==> config.mk <==
export PLATFORM = sky130hd
export DESIGN_NAME = urs_receiver
export DESIGN_NICKNAME = d
export VERILOG_FILES = /design/src/rtl/urs_pkg.sv /design/src/rtl/urs_bit_recovery.sv /design/src/rtl/urs_receiver.sv
export VERILOG_INCLUDE_DIRS = /design/src /design/src/rtl
export SDC_FILE = /design/constraint.sdc
export NUM_CORES = 1
export LEC_CHECK = 0
export BUFFER_PORTS_ARGS = -buffer_cell sky130_fd_sc_hd__buf_2
export CORE_MARGIN = 4
export CORE_UTILIZATION = 50
export DETAILED_ROUTE_END_ITERATION = 8
export PLACE_DENSITY = 0.67
export SLEW_MARGIN = 20
export SYNTH_ARGS = -nofsm -noshare
export SYNTH_HDL_FRONTEND = slang
export SYNTH_SLANG_ARGS = --single-unit
==> constraint.sdc <==
create_clock -name clk -period 4.81 [get_ports clk]
set_input_delay 0.962 -clock clk [delete_from_list [all_inputs] [get_ports clk]]
set_output_delay 0.962 -clock clk [all_outputs]
set_load 0.02 [all_outputs]
==> src/rtl/urs_cfg.svh <==
// Register offsets, field positions, reset values and sampling points
// Assumes inclusion by bare name from every receiver design file
`ifndef URS_CFG_SVH
`define URS_CFG_SVH

// Register offsets on the plain register port
`define URS_ADDR_CTRL      4'h0
`define URS_ADDR_DATA      4'h1
`define URS_ADDR_IRQ       4'h2
`define URS_ADDR_DIVL      4'h3
`define URS_ADDR_DIVH      4'h4

// Fields of receive_status_control
`define URS_BIT_PORT_EN    7
`define URS_BIT_NINE_EN    6
`define URS_BIT_CONT_EN    4
`define URS_BIT_ADDR_EN    3
`define URS_BIT_FRAME_ERR  2
`define URS_BIT_OVERRUN    1
`define URS_BIT_NINTH      0

// Fields of interrupt_control_reg
`define URS_BIT_AVAIL      0
`define URS_BIT_RXIE       1
`define URS_BIT_PERIE      2
`define URS_BIT_GLBIE      3

// Oversampling points within one bit time
`define URS_OS_FIRST       4'h0
`define URS_OS_LAST        4'hf
`define URS_SAMPLE_A       4'h7
`define URS_SAMPLE_B       4'h8
`define URS_SAMPLE_C       4'h9

// Indices of the first and last data bits
`define URS_LAST_IDX8      4'h7
`define URS_LAST_IDX9      4'h8
`define URS_IDX_FIRST      4'h0

// Reset values
`define URS_RST_BYTE       8'h00
`define URS_RST_DIV        16'h0000
`define URS_RST_CHAR       9'h000
`define URS_RST_ONES       2'h0
`define URS_LINE_IDLE      1'b1

`endif

==> src/rtl/urs_pkg.sv <==
// Types shared by the receiver files
// Assumes nothing of its surroundings
package urs_pkg;

  typedef enum logic [1:0] {
    URS_IDLE  = 2'b00,
    URS_START = 2'b01,
    URS_DATA  = 2'b10,
    URS_STOP  = 2'b11
  } urs_state_e;

  typedef struct packed {
    logic       framing_error_flag;
    logic [8:0] data;
  } urs_char_s;

endpackage : urs_pkg

==> src/rtl/urs_bit_recovery.sv <==
// Serial bit recovery: line synchroniser, 16x tick, start check, framing
// Assumes an idle-high line and a divider held stable while receiving
`timescale 1ns/1ps
`include "urs_cfg.svh"

module urs_bit_recovery #(
  parameter int DIV_W = 16
) (
  // Clock and reset
  input  wire logic             clk,
  input  wire logic             rstn,
  // Control
  input  wire logic             unit_clear,
  input  wire logic             rx_enable,
  input  wire logic             nine_bit,
  input  wire logic [DIV_W-1:0] baud_div,
  // Serial line
  input  wire logic             rx_pin,
  // Received character
  output logic                  char_valid,
  output logic [8:0]            char_data,
  output logic                  char_framing_error_flag
);

  logic                  sync1_reg;
  logic                  sync2_reg;
  logic                  sync3_reg;
  logic                  lvl_reg;
  logic                  lvl_next;
  logic [DIV_W-1:0]      div_cnt_reg;
  logic [DIV_W-1:0]      div_cnt_next;
  urs_pkg::urs_state_e   state_reg;
  urs_pkg::urs_state_e   state_next;
  logic [3:0]            os_reg;
  logic [3:0]            os_next;
  logic [1:0]            ones_reg;
  logic [1:0]            ones_next;
  logic [3:0]            idx_reg;
  logic [3:0]            idx_next;
  logic [8:0]            shift_reg;
  logic [8:0]            shift_next;
  logic                  valid_reg;
  logic                  valid_next;
  logic [8:0]            data_reg;
  logic [8:0]            data_next;
  logic                  framing_error_flag_reg;
  logic                  framing_error_flag_next;
  logic                  tick;
  logic                  fall;
  logic                  sample_hit;
  logic                  bit_end;
  logic                  bit_val;

  function automatic logic majority(input logic [1:0] ones, input logic s);
    logic [1:0] sum;
    sum = ones + {1'b0, s};
    return sum[1];
  endfunction : majority

  assign tick       = (div_cnt_reg == baud_div);
  assign fall       = lvl_reg && !lvl_next;
  assign sample_hit = tick && (os_reg == `URS_SAMPLE_C);
  assign bit_end    = tick && (os_reg == `URS_OS_LAST);
  assign bit_val    = majority(ones_reg, lvl_reg);

  always_comb begin
    // Level counts once second and third stages agree
    lvl_next     = (sync2_reg == sync3_reg) ? sync3_reg : lvl_reg;
    div_cnt_next = tick ? '0 : div_cnt_reg + 1'b1;
    state_next   = state_reg;
    os_next      = os_reg;
    ones_next    = ones_reg;
    idx_next     = idx_reg;
    shift_next   = shift_reg;
    valid_next   = 1'b0;
    data_next    = data_reg;
    framing_error_flag_next    = framing_error_flag_reg;
    if (tick && (state_reg != urs_pkg::URS_IDLE)) begin
      os_next = os_reg + 4'h1;
      if ((os_reg == `URS_SAMPLE_A) || (os_reg == `URS_SAMPLE_B)) begin
        ones_next = ones_reg + {1'b0, lvl_reg};
      end
      if (os_reg == `URS_SAMPLE_C) begin
        ones_next = `URS_RST_ONES;
      end
    end
    unique case (state_reg)
      urs_pkg::URS_IDLE: begin
        if (fall) begin
          state_next = urs_pkg::URS_START;
          os_next    = `URS_OS_FIRST;
          ones_next  = `URS_RST_ONES;
          shift_next = `URS_RST_CHAR;
        end
      end
      urs_pkg::URS_START: begin
        if (sample_hit && bit_val) begin
          state_next = urs_pkg::URS_IDLE;
        end else if (bit_end) begin
          state_next = urs_pkg::URS_DATA;
          idx_next   = `URS_IDX_FIRST;
        end
      end
      urs_pkg::URS_DATA: begin
        if (sample_hit) begin
          shift_next[idx_reg] = bit_val;
        end
        if (bit_end) begin
          if (idx_reg == (nine_bit ? `URS_LAST_IDX9 : `URS_LAST_IDX8)) begin
            state_next = urs_pkg::URS_STOP;
          end else begin
            idx_next = idx_reg + 4'h1;
          end
        end
      end
      urs_pkg::URS_STOP: begin
        if (sample_hit) begin
          valid_next = 1'b1;
          data_next  = shift_reg;
          framing_error_flag_next  = !bit_val;
          state_next = urs_pkg::URS_IDLE;
        end
      end
    endcase
    if (!rx_enable || unit_clear) begin
      state_next = urs_pkg::URS_IDLE;
      valid_next = 1'b0;
    end
  end

  always_ff @(posedge clk) begin
    if (!rstn) begin
      sync1_reg   <= `URS_LINE_IDLE;
      sync2_reg   <= `URS_LINE_IDLE;
      sync3_reg   <= `URS_LINE_IDLE;
      lvl_reg     <= `URS_LINE_IDLE;
      div_cnt_reg <= '0;
      state_reg   <= urs_pkg::URS_IDLE;
      os_reg      <= `URS_OS_FIRST;
      ones_reg    <= `URS_RST_ONES;
      idx_reg     <= `URS_IDX_FIRST;
      shift_reg   <= `URS_RST_CHAR;
      valid_reg   <= 1'b0;
      data_reg    <= `URS_RST_CHAR;
      framing_error_flag_reg    <= 1'b0;
    end else begin
      sync1_reg   <= rx_pin;
      sync2_reg   <= sync1_reg;
      sync3_reg   <= sync2_reg;
      lvl_reg     <= lvl_next;
      div_cnt_reg <= div_cnt_next;
      state_reg   <= state_next;
      os_reg      <= os_next;
      ones_reg    <= ones_next;
      idx_reg     <= idx_next;
      shift_reg   <= shift_next;
      valid_reg   <= valid_next;
      data_reg    <= data_next;
      framing_error_flag_reg    <= framing_error_flag_next;
    end
  end

  assign char_valid = valid_reg;
  assign char_data  = data_reg;
  assign char_framing_error_flag  = framing_error_flag_reg;

endmodule : urs_bit_recovery

==> src/rtl/urs_receiver.sv <==
// Asynchronous receiver: control and status registers, receive FIFO,
// overrun, address filter and receive interrupt request
// Assumes a single-cycle strobe register master on the same clock
//
// Overview of operation
// - Available flag high while receiver enabled and FIFO holds unread characters
// - Available flag is read-only; only FIFO occupancy and the port and receive enables drive it
// - Interrupt request needs receive, peripheral and global enables all set
// - Available flag ignores every interrupt enable
// - Each FIFO entry keeps its framing error; status shows oldest entry
// - Reception continues after framing error; data read pops and advances status
// - Port enable low clears framing errors; receive enable low keeps them
// - Framing errors alone never request an interrupt
// - Two-entry FIFO; third complete character while full sets overrun
// - During overrun stored characters stay readable, new ones are dropped
// - Overrun clears when receive enable or port enable goes low
// - Nine-bit mode shifts and stores nine data bits
// - Ninth bit of oldest entry shown in status, read before data
// - Address filter in nine-bit mode keeps only ninth-bit-set characters
// - Bits recovered at sixteen samples per bit with majority at centre
// - Start edge rechecked at half bit; high line silently abandons character
// - Stop sample low marks framing error, high marks clean character
`timescale 1ns/1ps
`include "urs_cfg.svh"

module urs_receiver #(
  parameter int DEPTH = 2,
  parameter int DIV_W = 16
) (
  // Clock and reset
  input  wire logic       clk,
  input  wire logic       rstn,
  // Register port
  input  wire logic [3:0] addr,
  input  wire logic [7:0] wr_data,
  input  wire logic       wr_en,
  input  wire logic       rd_en,
  output logic      [7:0] rd_data,
  // Serial line
  input  wire logic       rx_pin,
  // Status
  output logic            rx_irq,
  output logic            rx_avail
);

  localparam int PTR_W = (DEPTH > 1) ? $clog2(DEPTH) : 1;
  localparam int CNT_W = $clog2(DEPTH + 1);
  localparam logic [CNT_W-1:0] FULL_CNT = CNT_W'(DEPTH);

  // Configuration state
  logic              port_en_reg;
  logic              port_en_next;
  logic              nine_en_reg;
  logic              nine_en_next;
  logic              cont_en_reg;
  logic              cont_en_next;
  logic              addr_en_reg;
  logic              addr_en_next;
  logic              rxie_reg;
  logic              rxie_next;
  logic              perie_reg;
  logic              perie_next;
  logic              glbie_reg;
  logic              glbie_next;
  logic [DIV_W-1:0]  div_reg;
  logic [DIV_W-1:0]  div_next;

  // Receive FIFO state
  urs_pkg::urs_char_s mem_reg [DEPTH];
  urs_pkg::urs_char_s mem_next [DEPTH];
  logic [PTR_W-1:0]  wr_ptr_reg;
  logic [PTR_W-1:0]  wr_ptr_next;
  logic [PTR_W-1:0]  rd_ptr_reg;
  logic [PTR_W-1:0]  rd_ptr_next;
  logic [CNT_W-1:0]  count_reg;
  logic [CNT_W-1:0]  count_next;
  logic              overrun_reg;
  logic              overrun_next;

  // Output state
  logic [7:0]        rd_data_reg;
  logic [7:0]        rd_data_next;
  logic              irq_reg;
  logic              irq_next;
  logic              avail_reg;
  logic              avail_next;

  // Recovered character
  logic              char_valid;
  logic [8:0]        char_data;
  logic              char_framing_error_flag;

  logic              unit_clear;
  logic              nonempty;
  logic              avail;
  logic              pop;
  logic              keep;
  logic              push;
  logic              overflow;
  logic              head_framing_error_flag;
  logic              head_ninth;
  urs_pkg::urs_char_s head;

  function automatic logic [PTR_W-1:0] next_ptr(input logic [PTR_W-1:0] p);
    return (p == PTR_W'(DEPTH - 1)) ? '0 : p + 1'b1;
  endfunction : next_ptr

  function automatic logic hit(input logic [3:0] a, input logic [3:0] target);
    return a == target;
  endfunction : hit

  urs_bit_recovery #(
    .DIV_W (DIV_W)
  ) u_recovery (
    .clk        (clk),
    .rstn       (rstn),
    .unit_clear (unit_clear),
    .rx_enable  (port_en_reg && cont_en_reg),
    .nine_bit   (nine_en_reg),
    .baud_div   (div_reg),
    .rx_pin     (rx_pin),
    .char_valid (char_valid),
    .char_data  (char_data),
    .char_framing_error_flag  (char_framing_error_flag)
  );

  assign unit_clear = !port_en_reg;
  assign nonempty   = (count_reg != '0);
  assign head       = mem_reg[rd_ptr_reg];
  assign avail      = port_en_reg && cont_en_reg && nonempty;
  assign head_framing_error_flag  = nonempty && head.framing_error_flag;
  assign head_ninth = nonempty && head.data[8];
  assign pop        = rd_en && hit(addr, `URS_ADDR_DATA) && nonempty;
  // Address filter drops characters with ninth bit clear
  assign keep       = char_valid && !(addr_en_reg && nine_en_reg && !char_data[8]);
  assign overflow   = keep && !overrun_reg && (count_reg == FULL_CNT) && !pop;
  assign push       = keep && !overrun_reg && !overflow;

  // Configuration writes
  always_comb begin
    port_en_next = port_en_reg;
    nine_en_next = nine_en_reg;
    cont_en_next = cont_en_reg;
    addr_en_next = addr_en_reg;
    rxie_next    = rxie_reg;
    perie_next   = perie_reg;
    glbie_next   = glbie_reg;
    div_next     = div_reg;
    if (wr_en) begin
      unique case (addr)
        `URS_ADDR_CTRL: begin
          // Status bits are read-only; only control bits take writes
          port_en_next = wr_data[`URS_BIT_PORT_EN];
          nine_en_next = wr_data[`URS_BIT_NINE_EN];
          cont_en_next = wr_data[`URS_BIT_CONT_EN];
          addr_en_next = wr_data[`URS_BIT_ADDR_EN];
        end
        `URS_ADDR_IRQ: begin
          rxie_next  = wr_data[`URS_BIT_RXIE];
          perie_next = wr_data[`URS_BIT_PERIE];
          glbie_next = wr_data[`URS_BIT_GLBIE];
        end
        `URS_ADDR_DIVL: begin
          div_next[7:0] = wr_data;
        end
        `URS_ADDR_DIVH: begin
          div_next[DIV_W-1:8] = wr_data[DIV_W-9:0];
        end
        default: begin
        end
      endcase
    end
  end

  always_ff @(posedge clk) begin
    if (!rstn) begin
      port_en_reg <= 1'b0;
      nine_en_reg <= 1'b0;
      cont_en_reg <= 1'b0;
      addr_en_reg <= 1'b0;
      rxie_reg    <= 1'b0;
      perie_reg   <= 1'b0;
      glbie_reg   <= 1'b0;
      div_reg     <= `URS_RST_DIV;
    end else begin
      port_en_reg <= port_en_next;
      nine_en_reg <= nine_en_next;
      cont_en_reg <= cont_en_next;
      addr_en_reg <= addr_en_next;
      rxie_reg    <= rxie_next;
      perie_reg   <= perie_next;
      glbie_reg   <= glbie_next;
      div_reg     <= div_next;
    end
  end

  // Receive FIFO and overrun
  always_comb begin
    mem_next     = mem_reg;
    wr_ptr_next  = wr_ptr_reg;
    rd_ptr_next  = rd_ptr_reg;
    count_next   = count_reg + CNT_W'(push) - CNT_W'(pop);
    overrun_next = overrun_reg;
    if (push) begin
      mem_next[wr_ptr_reg].data = char_data;
      mem_next[wr_ptr_reg].framing_error_flag = char_framing_error_flag;
      wr_ptr_next               = next_ptr(wr_ptr_reg);
    end
    if (pop) begin
      rd_ptr_next = next_ptr(rd_ptr_reg);
    end
    // Overrun set wins over the receive-enable clear in the same cycle; port disable clears it regardless
    if (overflow) begin
      overrun_next = 1'b1;
    end else if (!cont_en_reg) begin
      overrun_next = 1'b0;
    end
    if (unit_clear) begin
      wr_ptr_next  = '0;
      rd_ptr_next  = '0;
      count_next   = '0;
      overrun_next = 1'b0;
      for (int i = 0; i < DEPTH; i++) begin
        mem_next[i] = '0;
      end
    end
  end

  always_ff @(posedge clk) begin
    if (!rstn) begin
      wr_ptr_reg  <= '0;
      rd_ptr_reg  <= '0;
      count_reg   <= '0;
      overrun_reg <= 1'b0;
      for (int i = 0; i < DEPTH; i++) begin
        mem_reg[i] <= '0;
      end
    end else begin
      wr_ptr_reg  <= wr_ptr_next;
      rd_ptr_reg  <= rd_ptr_next;
      count_reg   <= count_next;
      overrun_reg <= overrun_next;
      mem_reg     <= mem_next;
    end
  end

  // Read data, interrupt request and available flag
  always_comb begin
    rd_data_next = `URS_RST_BYTE;
    if (rd_en) begin
      unique case (addr)
        `URS_ADDR_CTRL: begin
          rd_data_next[`URS_BIT_PORT_EN]   = port_en_reg;
          rd_data_next[`URS_BIT_NINE_EN]   = nine_en_reg;
          rd_data_next[`URS_BIT_CONT_EN]   = cont_en_reg;
          rd_data_next[`URS_BIT_ADDR_EN]   = addr_en_reg;
          rd_data_next[`URS_BIT_FRAME_ERR] = head_framing_error_flag;
          rd_data_next[`URS_BIT_OVERRUN]   = overrun_reg;
          rd_data_next[`URS_BIT_NINTH]     = head_ninth;
        end
        `URS_ADDR_DATA: begin
          rd_data_next = nonempty ? head.data[7:0] : `URS_RST_BYTE;
        end
        `URS_ADDR_IRQ: begin
          rd_data_next[`URS_BIT_AVAIL] = avail;
          rd_data_next[`URS_BIT_RXIE]  = rxie_reg;
          rd_data_next[`URS_BIT_PERIE] = perie_reg;
          rd_data_next[`URS_BIT_GLBIE] = glbie_reg;
        end
        `URS_ADDR_DIVL: begin
          rd_data_next = div_reg[7:0];
        end
        `URS_ADDR_DIVH: begin
          rd_data_next = div_reg[DIV_W-1:8];
        end
        default: begin
          rd_data_next = `URS_RST_BYTE;
        end
      endcase
    end
    // Only the available condition can raise a request
    irq_next   = avail && rxie_reg && perie_reg && glbie_reg;
    avail_next = avail;
  end

  always_ff @(posedge clk) begin
    if (!rstn) begin
      rd_data_reg <= `URS_RST_BYTE;
      irq_reg     <= 1'b0;
      avail_reg   <= 1'b0;
    end else begin
      rd_data_reg <= rd_data_next;
      irq_reg     <= irq_next;
      avail_reg   <= avail_next;
    end
  end

  assign rd_data  = rd_data_reg;
  assign rx_irq   = irq_reg;
  assign rx_avail = avail_reg;

endmodule : urs_receiver

Word level (Yosys, flattened, before mapping)
Index checks and enable logic that the tools add are counted.

Output and inout bits: 10. Register bits after elaboration: 110. Bits of input ports: 17.

Equal/unequal tests: 25. Multiplexer cells: 47. Bitwise gates (word level): 4. Reduce and logical (&&, ||, !) cells: 53. Add/subtract/negate cells: 8. Magnitude comparators: 5.

Operator list (count): 20-bit bitwise mux (2); 10-bit two-way mux (4); 4-bit two-way mux (8); 9-bit two-way mux (3); 1-bit logical AND (23); 2-bit two-way mux (11); 10-bit demux with 1-bit select (2); 4-bit one-hot mux with 5 select lines (1); 9-bit one-hot mux with 2 select lines (1); 16-bit by 1-bit adder with 16-bit output (second input constant) (1); 16-bit equality test (1); 2-bit one-hot mux with 4 select lines (2); 2-bit by 1-bit != test with 1-bit output (second input constant) (7); 2-bit AND reduction (7); 4-bit equality test (second input constant) (3); 5-bit AND reduction (2); 9-bit bitwise mux (1); 1-bit zero test (9); 4-bit by 1-bit adder with 4-bit output (second input constant) (2); 4-bit by 2-bit equality test with 1-bit output (second input constant) (2); 4-bit by 3-bit equality test with 1-bit output (second input constant) (2); 8-bit two-way mux (1); 4-bit one-hot mux with 2 select lines (1); 2-bit nonzero test (4); other kinds (26) (42).

Logic depth before layout (Yosys ltp)
Depth after elaboration: 11. Mapped depth: 11.

Cells and area by module
From an unflattened synthesis, not the netlist that was laid out.

Cells, all modules: 589. Area, all modules: 5325.1 µm².

By module, submodules not included: urs_receiver (cells each 276, times used 1, area each 2685.1 µm²); urs_bit_recovery (cells each 313, times used 1, area each 2640.0 µm²).

Worst setup path after synthesis
No wires, ideal clock.

Path type: input port to flip-flop. From: input addr[3]. To: register count_reg[1]. Stages: 11. Path slack: 2.024 ns. Arrival time: 2.659 ns. Cells stage by stage: nor2_1 nand2_1 nor3_1 nand2_1 inv_1 ha_1 inv_1 ha_1 xnor2_1 xnor2_1 nor2_1.

Cells in the longest elaborated chain, start to end: 9.

RTL lines: start: declaration (RTL line urs_receiver.sv:34) `input wire logic [3:0] addr,`; 4-bit by 1-bit equality test with 1-bit output * (RTL line urs_receiver.sv:109) `return a == target;`; 1-bit logical AND * (2 in a row) (RTL line urs_receiver.sv:133) `` assign pop = rd_en && hit(addr, `URS_ADDR_DATA) && nonempty; ``; via pop (RTL line urs_receiver.sv:96) `logic pop;`; 1-bit zero test (RTL line urs_receiver.sv:136) `assign overflow = keep && !overrun_reg && (count_reg == FULL_CNT) && !pop;`; 1-bit logical AND (RTL line urs_receiver.sv:136); 1-bit zero test (RTL line urs_receiver.sv:137) `assign push = keep && !overrun_reg && !overflow;`; 1-bit logical AND (RTL line urs_receiver.sv:137); 2-bit by 1-bit adder with 2-bit output (RTL line urs_receiver.sv:202) `count_next = count_reg + CNT_W'(push) - CNT_W'(pop);`; 2-bit by 1-bit subtractor with 2-bit output * (RTL line urs_receiver.sv:202); end signal: assignment (RTL line urs_receiver.sv:241) `count_reg <= count_next;`; end: declaration (RTL line urs_receiver.sv:75) `logic [CNT_W-1:0] count_reg;`.

The timed path passes the listed nets; every way through them passes the cells marked *. A chain may end at the register's enable or synchronous reset.

Worst setup path in the final report
Same ends and word-level chain as after synthesis.

==> run metrics <==
Simple-Gate Fraction of Synth Area=23.8%; HPWL after DPL=approximately 8.5 mm; htree depth=3; Ys Warns=0; Hold Buf Count CTS=0; placed cells=approximately 730; Critical Path Max Stage Delay=0.66 ns; CP max FO=8; RD Place Congestion=0.875; Ant. Diodes=0; share of cells above drive strength 1=approximately 10%; period utilisation layout=slightly above 60%; flops & latches, synth=110; multiplexer share of the synthesized area=about 7.4%; sequential power share=58.7%; Avg Inst Size Synth=8.77 µm²; Setup Viol. Count Final=0; Cell Pwr Density=280 nW/µm²; DP Worst Slack=1.45 ns; area added between synthesis and finish=8.00%; outcome=complete, no violations; vias in the first global route=3921; CTS tree=done; worst path arrival time=3.23 ns; vias per inst=5.62; Post-Synthesis Cells=between 500 and 600; CP Class=input port to register; Final WS setup=between 1.5 and 2 ns; Slowest-stage cell, CP=nor3_1; DR pass1 iterations=5; Critical Path RT=5.04 ns; fraction of registers with async set/reset=0%; fillers=915; worst hold slack=0.425 ns; overall power=1.57 mW; DRT antenna net count=0; Die Wd=110 µm; fin nets=roughly 640; Overflow after GRT=0; TritonCTS Buffers=9; Non-Filler Instances=744; hold crit path type=register to register; number of synthesized flops with an enable pin=0; Clk pwr share=36.0%; TNS Setup=0 ns; Comb power frac=around 5.3%; Most used DFF post-synth=dfxtp_1; Core Footprint=around 10000 µm²; startpoint types=input port; Die Area=roughly 12000 µm²; Largest delay share family, worst path=simple AND/OR/NAND/NOR gates; sequential share of the synthesized area=42.4%; Iter 0 DRT Violations=202; RSZ-0062 raised after global routing=false; Worst-Margin Slew=between 1 and 1.5 ns; Pleak=around 2.1 nW; via count=4180; DRC viols=0; clock latency on the worst-skew pair=0.37 ns; syn_nets=~620; mapped cell area=between 5000 and 6000 µm²; number of flip-flops in the largest register=20; DR WL/cell=between 15 and 20 µm; critical path cell sequence=buf_2, nor2_1, nand2_1, nor3_1, nand2_1, inv_1, ha_1, inv_1, ha_1, xnor2_1, xnor2_1, nor2_1; Root Driver=clkbuf_8; Post-Route WL=11.6 mm; Post CTS Setup Buffer Count=0; endpoint type of the worst setup path=register; Worst Path Buf+Inv=3; CTS resizes=0; Int Pwr=1.21 mW; Core Rows=36; clock slew at reported path FFs=~0.10 ns; Sw Pwr=roughly 360 µW; number of top-level pins=27; Synth Area in Adders=3.61%; Worst VDD drop=0.000178 V; Die Y=about 110 µm; relative slew slack=30.2%; min Tclk post-route=between 2 and 3 ns; largest net degree at the start of global routing=38; area fraction in compound gates after synthesis=13.5%; CTS sink cnt=110; Synth Area in XOR/XNOR=approximately 6.2%; Sw Ratio=23.1%; CTS Buffer Depth=2; fmax=about 330 MHz; Tot GR Track Use=20.6%; IO Port Bufs=26; max_cap viols=0; initial antenna violation count=0; first-pass GRT wire length=approximately 20 mm; Initial Utilization=52.2%; largest family of logic cells by synthesized area=simple AND/OR/NAND/NOR gates; Unique masters post-synth=53; skew final=about 0.011 ns; max-slew violations=0; Final Hold Fails=0
## synth_stat cells, types with 2 or more instances
library cell / count / area, µm²
dfxtp_1: 110 / 2200
o21a_1: 2 / 15.0
mux2i_1: 27 / 270
nor3_1: 7 / 35.0
xor2_1: 25 / 219
clkbuf_1: 17 / 63.8
nand3_1: 43 / 215
nand2_1: 87 / 327
nor3b_1: 3 / 22.5
or2_2: 2 / 12.5
o21ai_0: 7 / 35.0
a222oi_1: 4 / 40.0
a21boi_0: 27 / 203
xnor2_1: 12 / 105
nor4_1: 6 / 37.5
and3_1: 9 / 56.3
o21ai_1: 2 / 10.0
nand3b_1: 4 / 30.0
and4_1: 4 / 35.0
inv_1: 16 / 60.1
ha_1: 15 / 188
buf_2: 7 / 35.0
or3_1: 2 / 12.5
nand4_1: 6 / 37.5
or3b_2: 2 / 17.5
nor2_1: 61 / 229
a21oi_1: 21 / 105
a221oi_1: 2 / 17.5
a32oi_1: 2 / 17.5
nand2b_1: 7 / 43.8
a21boi_1: 5 / 37.5
nor2b_1: 9 / 56.3
a32o_1: 9 / 90.1
nor4b_2: 2 / 30.0
mux2_2: 8 / 90.1
a311oi_1: 3 / 26.3
## layout make-up
cell class,instances,area [µm²],area share (%)
multi-input combinational,441,2830,50.4
sequential,110,2200,39.3
tap,133,166,2.97
clock buffer,12,155,2.77
timing repair buffer,29,153,2.72
inverter,16,60.1,1.07
clock inverter,3,43.8,0.781
## layout by cell type, fill, tap and decap left out, types with 2 or more instances in the layout
master	count
dfxtp_1	110
nand2_1	87
nor2_1	61
nand3_1	43
mux2i_1	27
a21boi_0	27
buf_2	26
xor2_1	25
a21oi_1	21
inv_1	16
ha_1	15
xnor2_1	12
clkbuf_8	11
nor2b_1	9
and3_1	9
a32o_1	9
mux2_2	8
nor3_1	7
nand2b_1	7
o21ai_0	7
nor4_1	6
nand4_1	6
a21boi_1	5
a222oi_1	4
and4_1	4
nand3b_1	4
a311oi_1	3
nor3b_1	3
buf_4	3
or2_2	2
nor4b_2	2
or3b_2	2
a32oi_1	2
o21ai_1	2
a221oi_1	2
o21a_1	2
or3_1	2
## path summary, 6_finish.rpt
check / cells after the start / endpoint / slack (ns) / start
setup reg to reg: 7 / u_recovery.shift_reg[7]$_SDFFE_PN0P_ / 2.16 / div_reg[1]$_SDFFE_PN0P_
hold / removal: 1 / u_recovery.sync2_reg$_SDFF_PN1_ / 0.42 / u_recovery.sync1_reg$_SDFF_PN1_
setup / recovery: 12 / count_reg[1]$_SDFF_PN0_ / 1.81 / addr[3]
hold reg to reg: 1 / u_recovery.sync2_reg$_SDFF_PN1_ / 0.42 / u_recovery.sync1_reg$_SDFF_PN1_
## worst register-to-register path: stages, from the launching register on
cell     delay, ns
dfxtp_1       0.36
xor2_1        0.19
nor4_1        0.40
nand4_1       0.17
buf_4         0.22
nor2_1        0.70
and4_1        0.41
a32o_1        0.15
## per-stage QoR
stage / util [%] / instance area [µm²]
floorplan: - / 5190
global placement: 54.3 / 5410
detailed placement: 54.3 / 5410
CTS: 56.3 / 5610
global route: 56.3 / 5610
finish: 56.3 / 5610
## layer usage
| metal | part of all wire [%] | vias up | routed length, µm | GRT usage, % |
|---|---|---|---|---|
| li1 | - | 2099 | - | - |
| met1 | 48 | 1980 | 5520 | 28.1 |
| met2 | 46 | 90 | 5360 | 33.0 |
| met3 | 5.3 | 11 | 618 | 4.87 |
| met4 | 0.91 | 0 | 106 | 4.72 |
| met5 | 0 | - | 0 | 0 |
## cells by family (layout without fill, tap and decap cells)
kind of cell | count (synthesis) | count (layout)
simple gates | 258 | 258
flops | 110 | 110
compound gates | 95 | 95
buf+inv | 41 | 60
xor+xnor | 37 | 37
mux | 36 | 36
fa+ha+maj | 15 | 15
## power groups by stage
stage	clock (mW)	sequential (mW)	combinational, mW
floorplan	0	0.941	0.0536
global placement	0	0.944	0.0797
detailed placement	0	0.944	0.0819
CTS	0.587	0.923	0.0825
global route	0.625	0.924	0.0912
finish	0.566	0.923	0.0829
(Power assumes the default switching activity.)
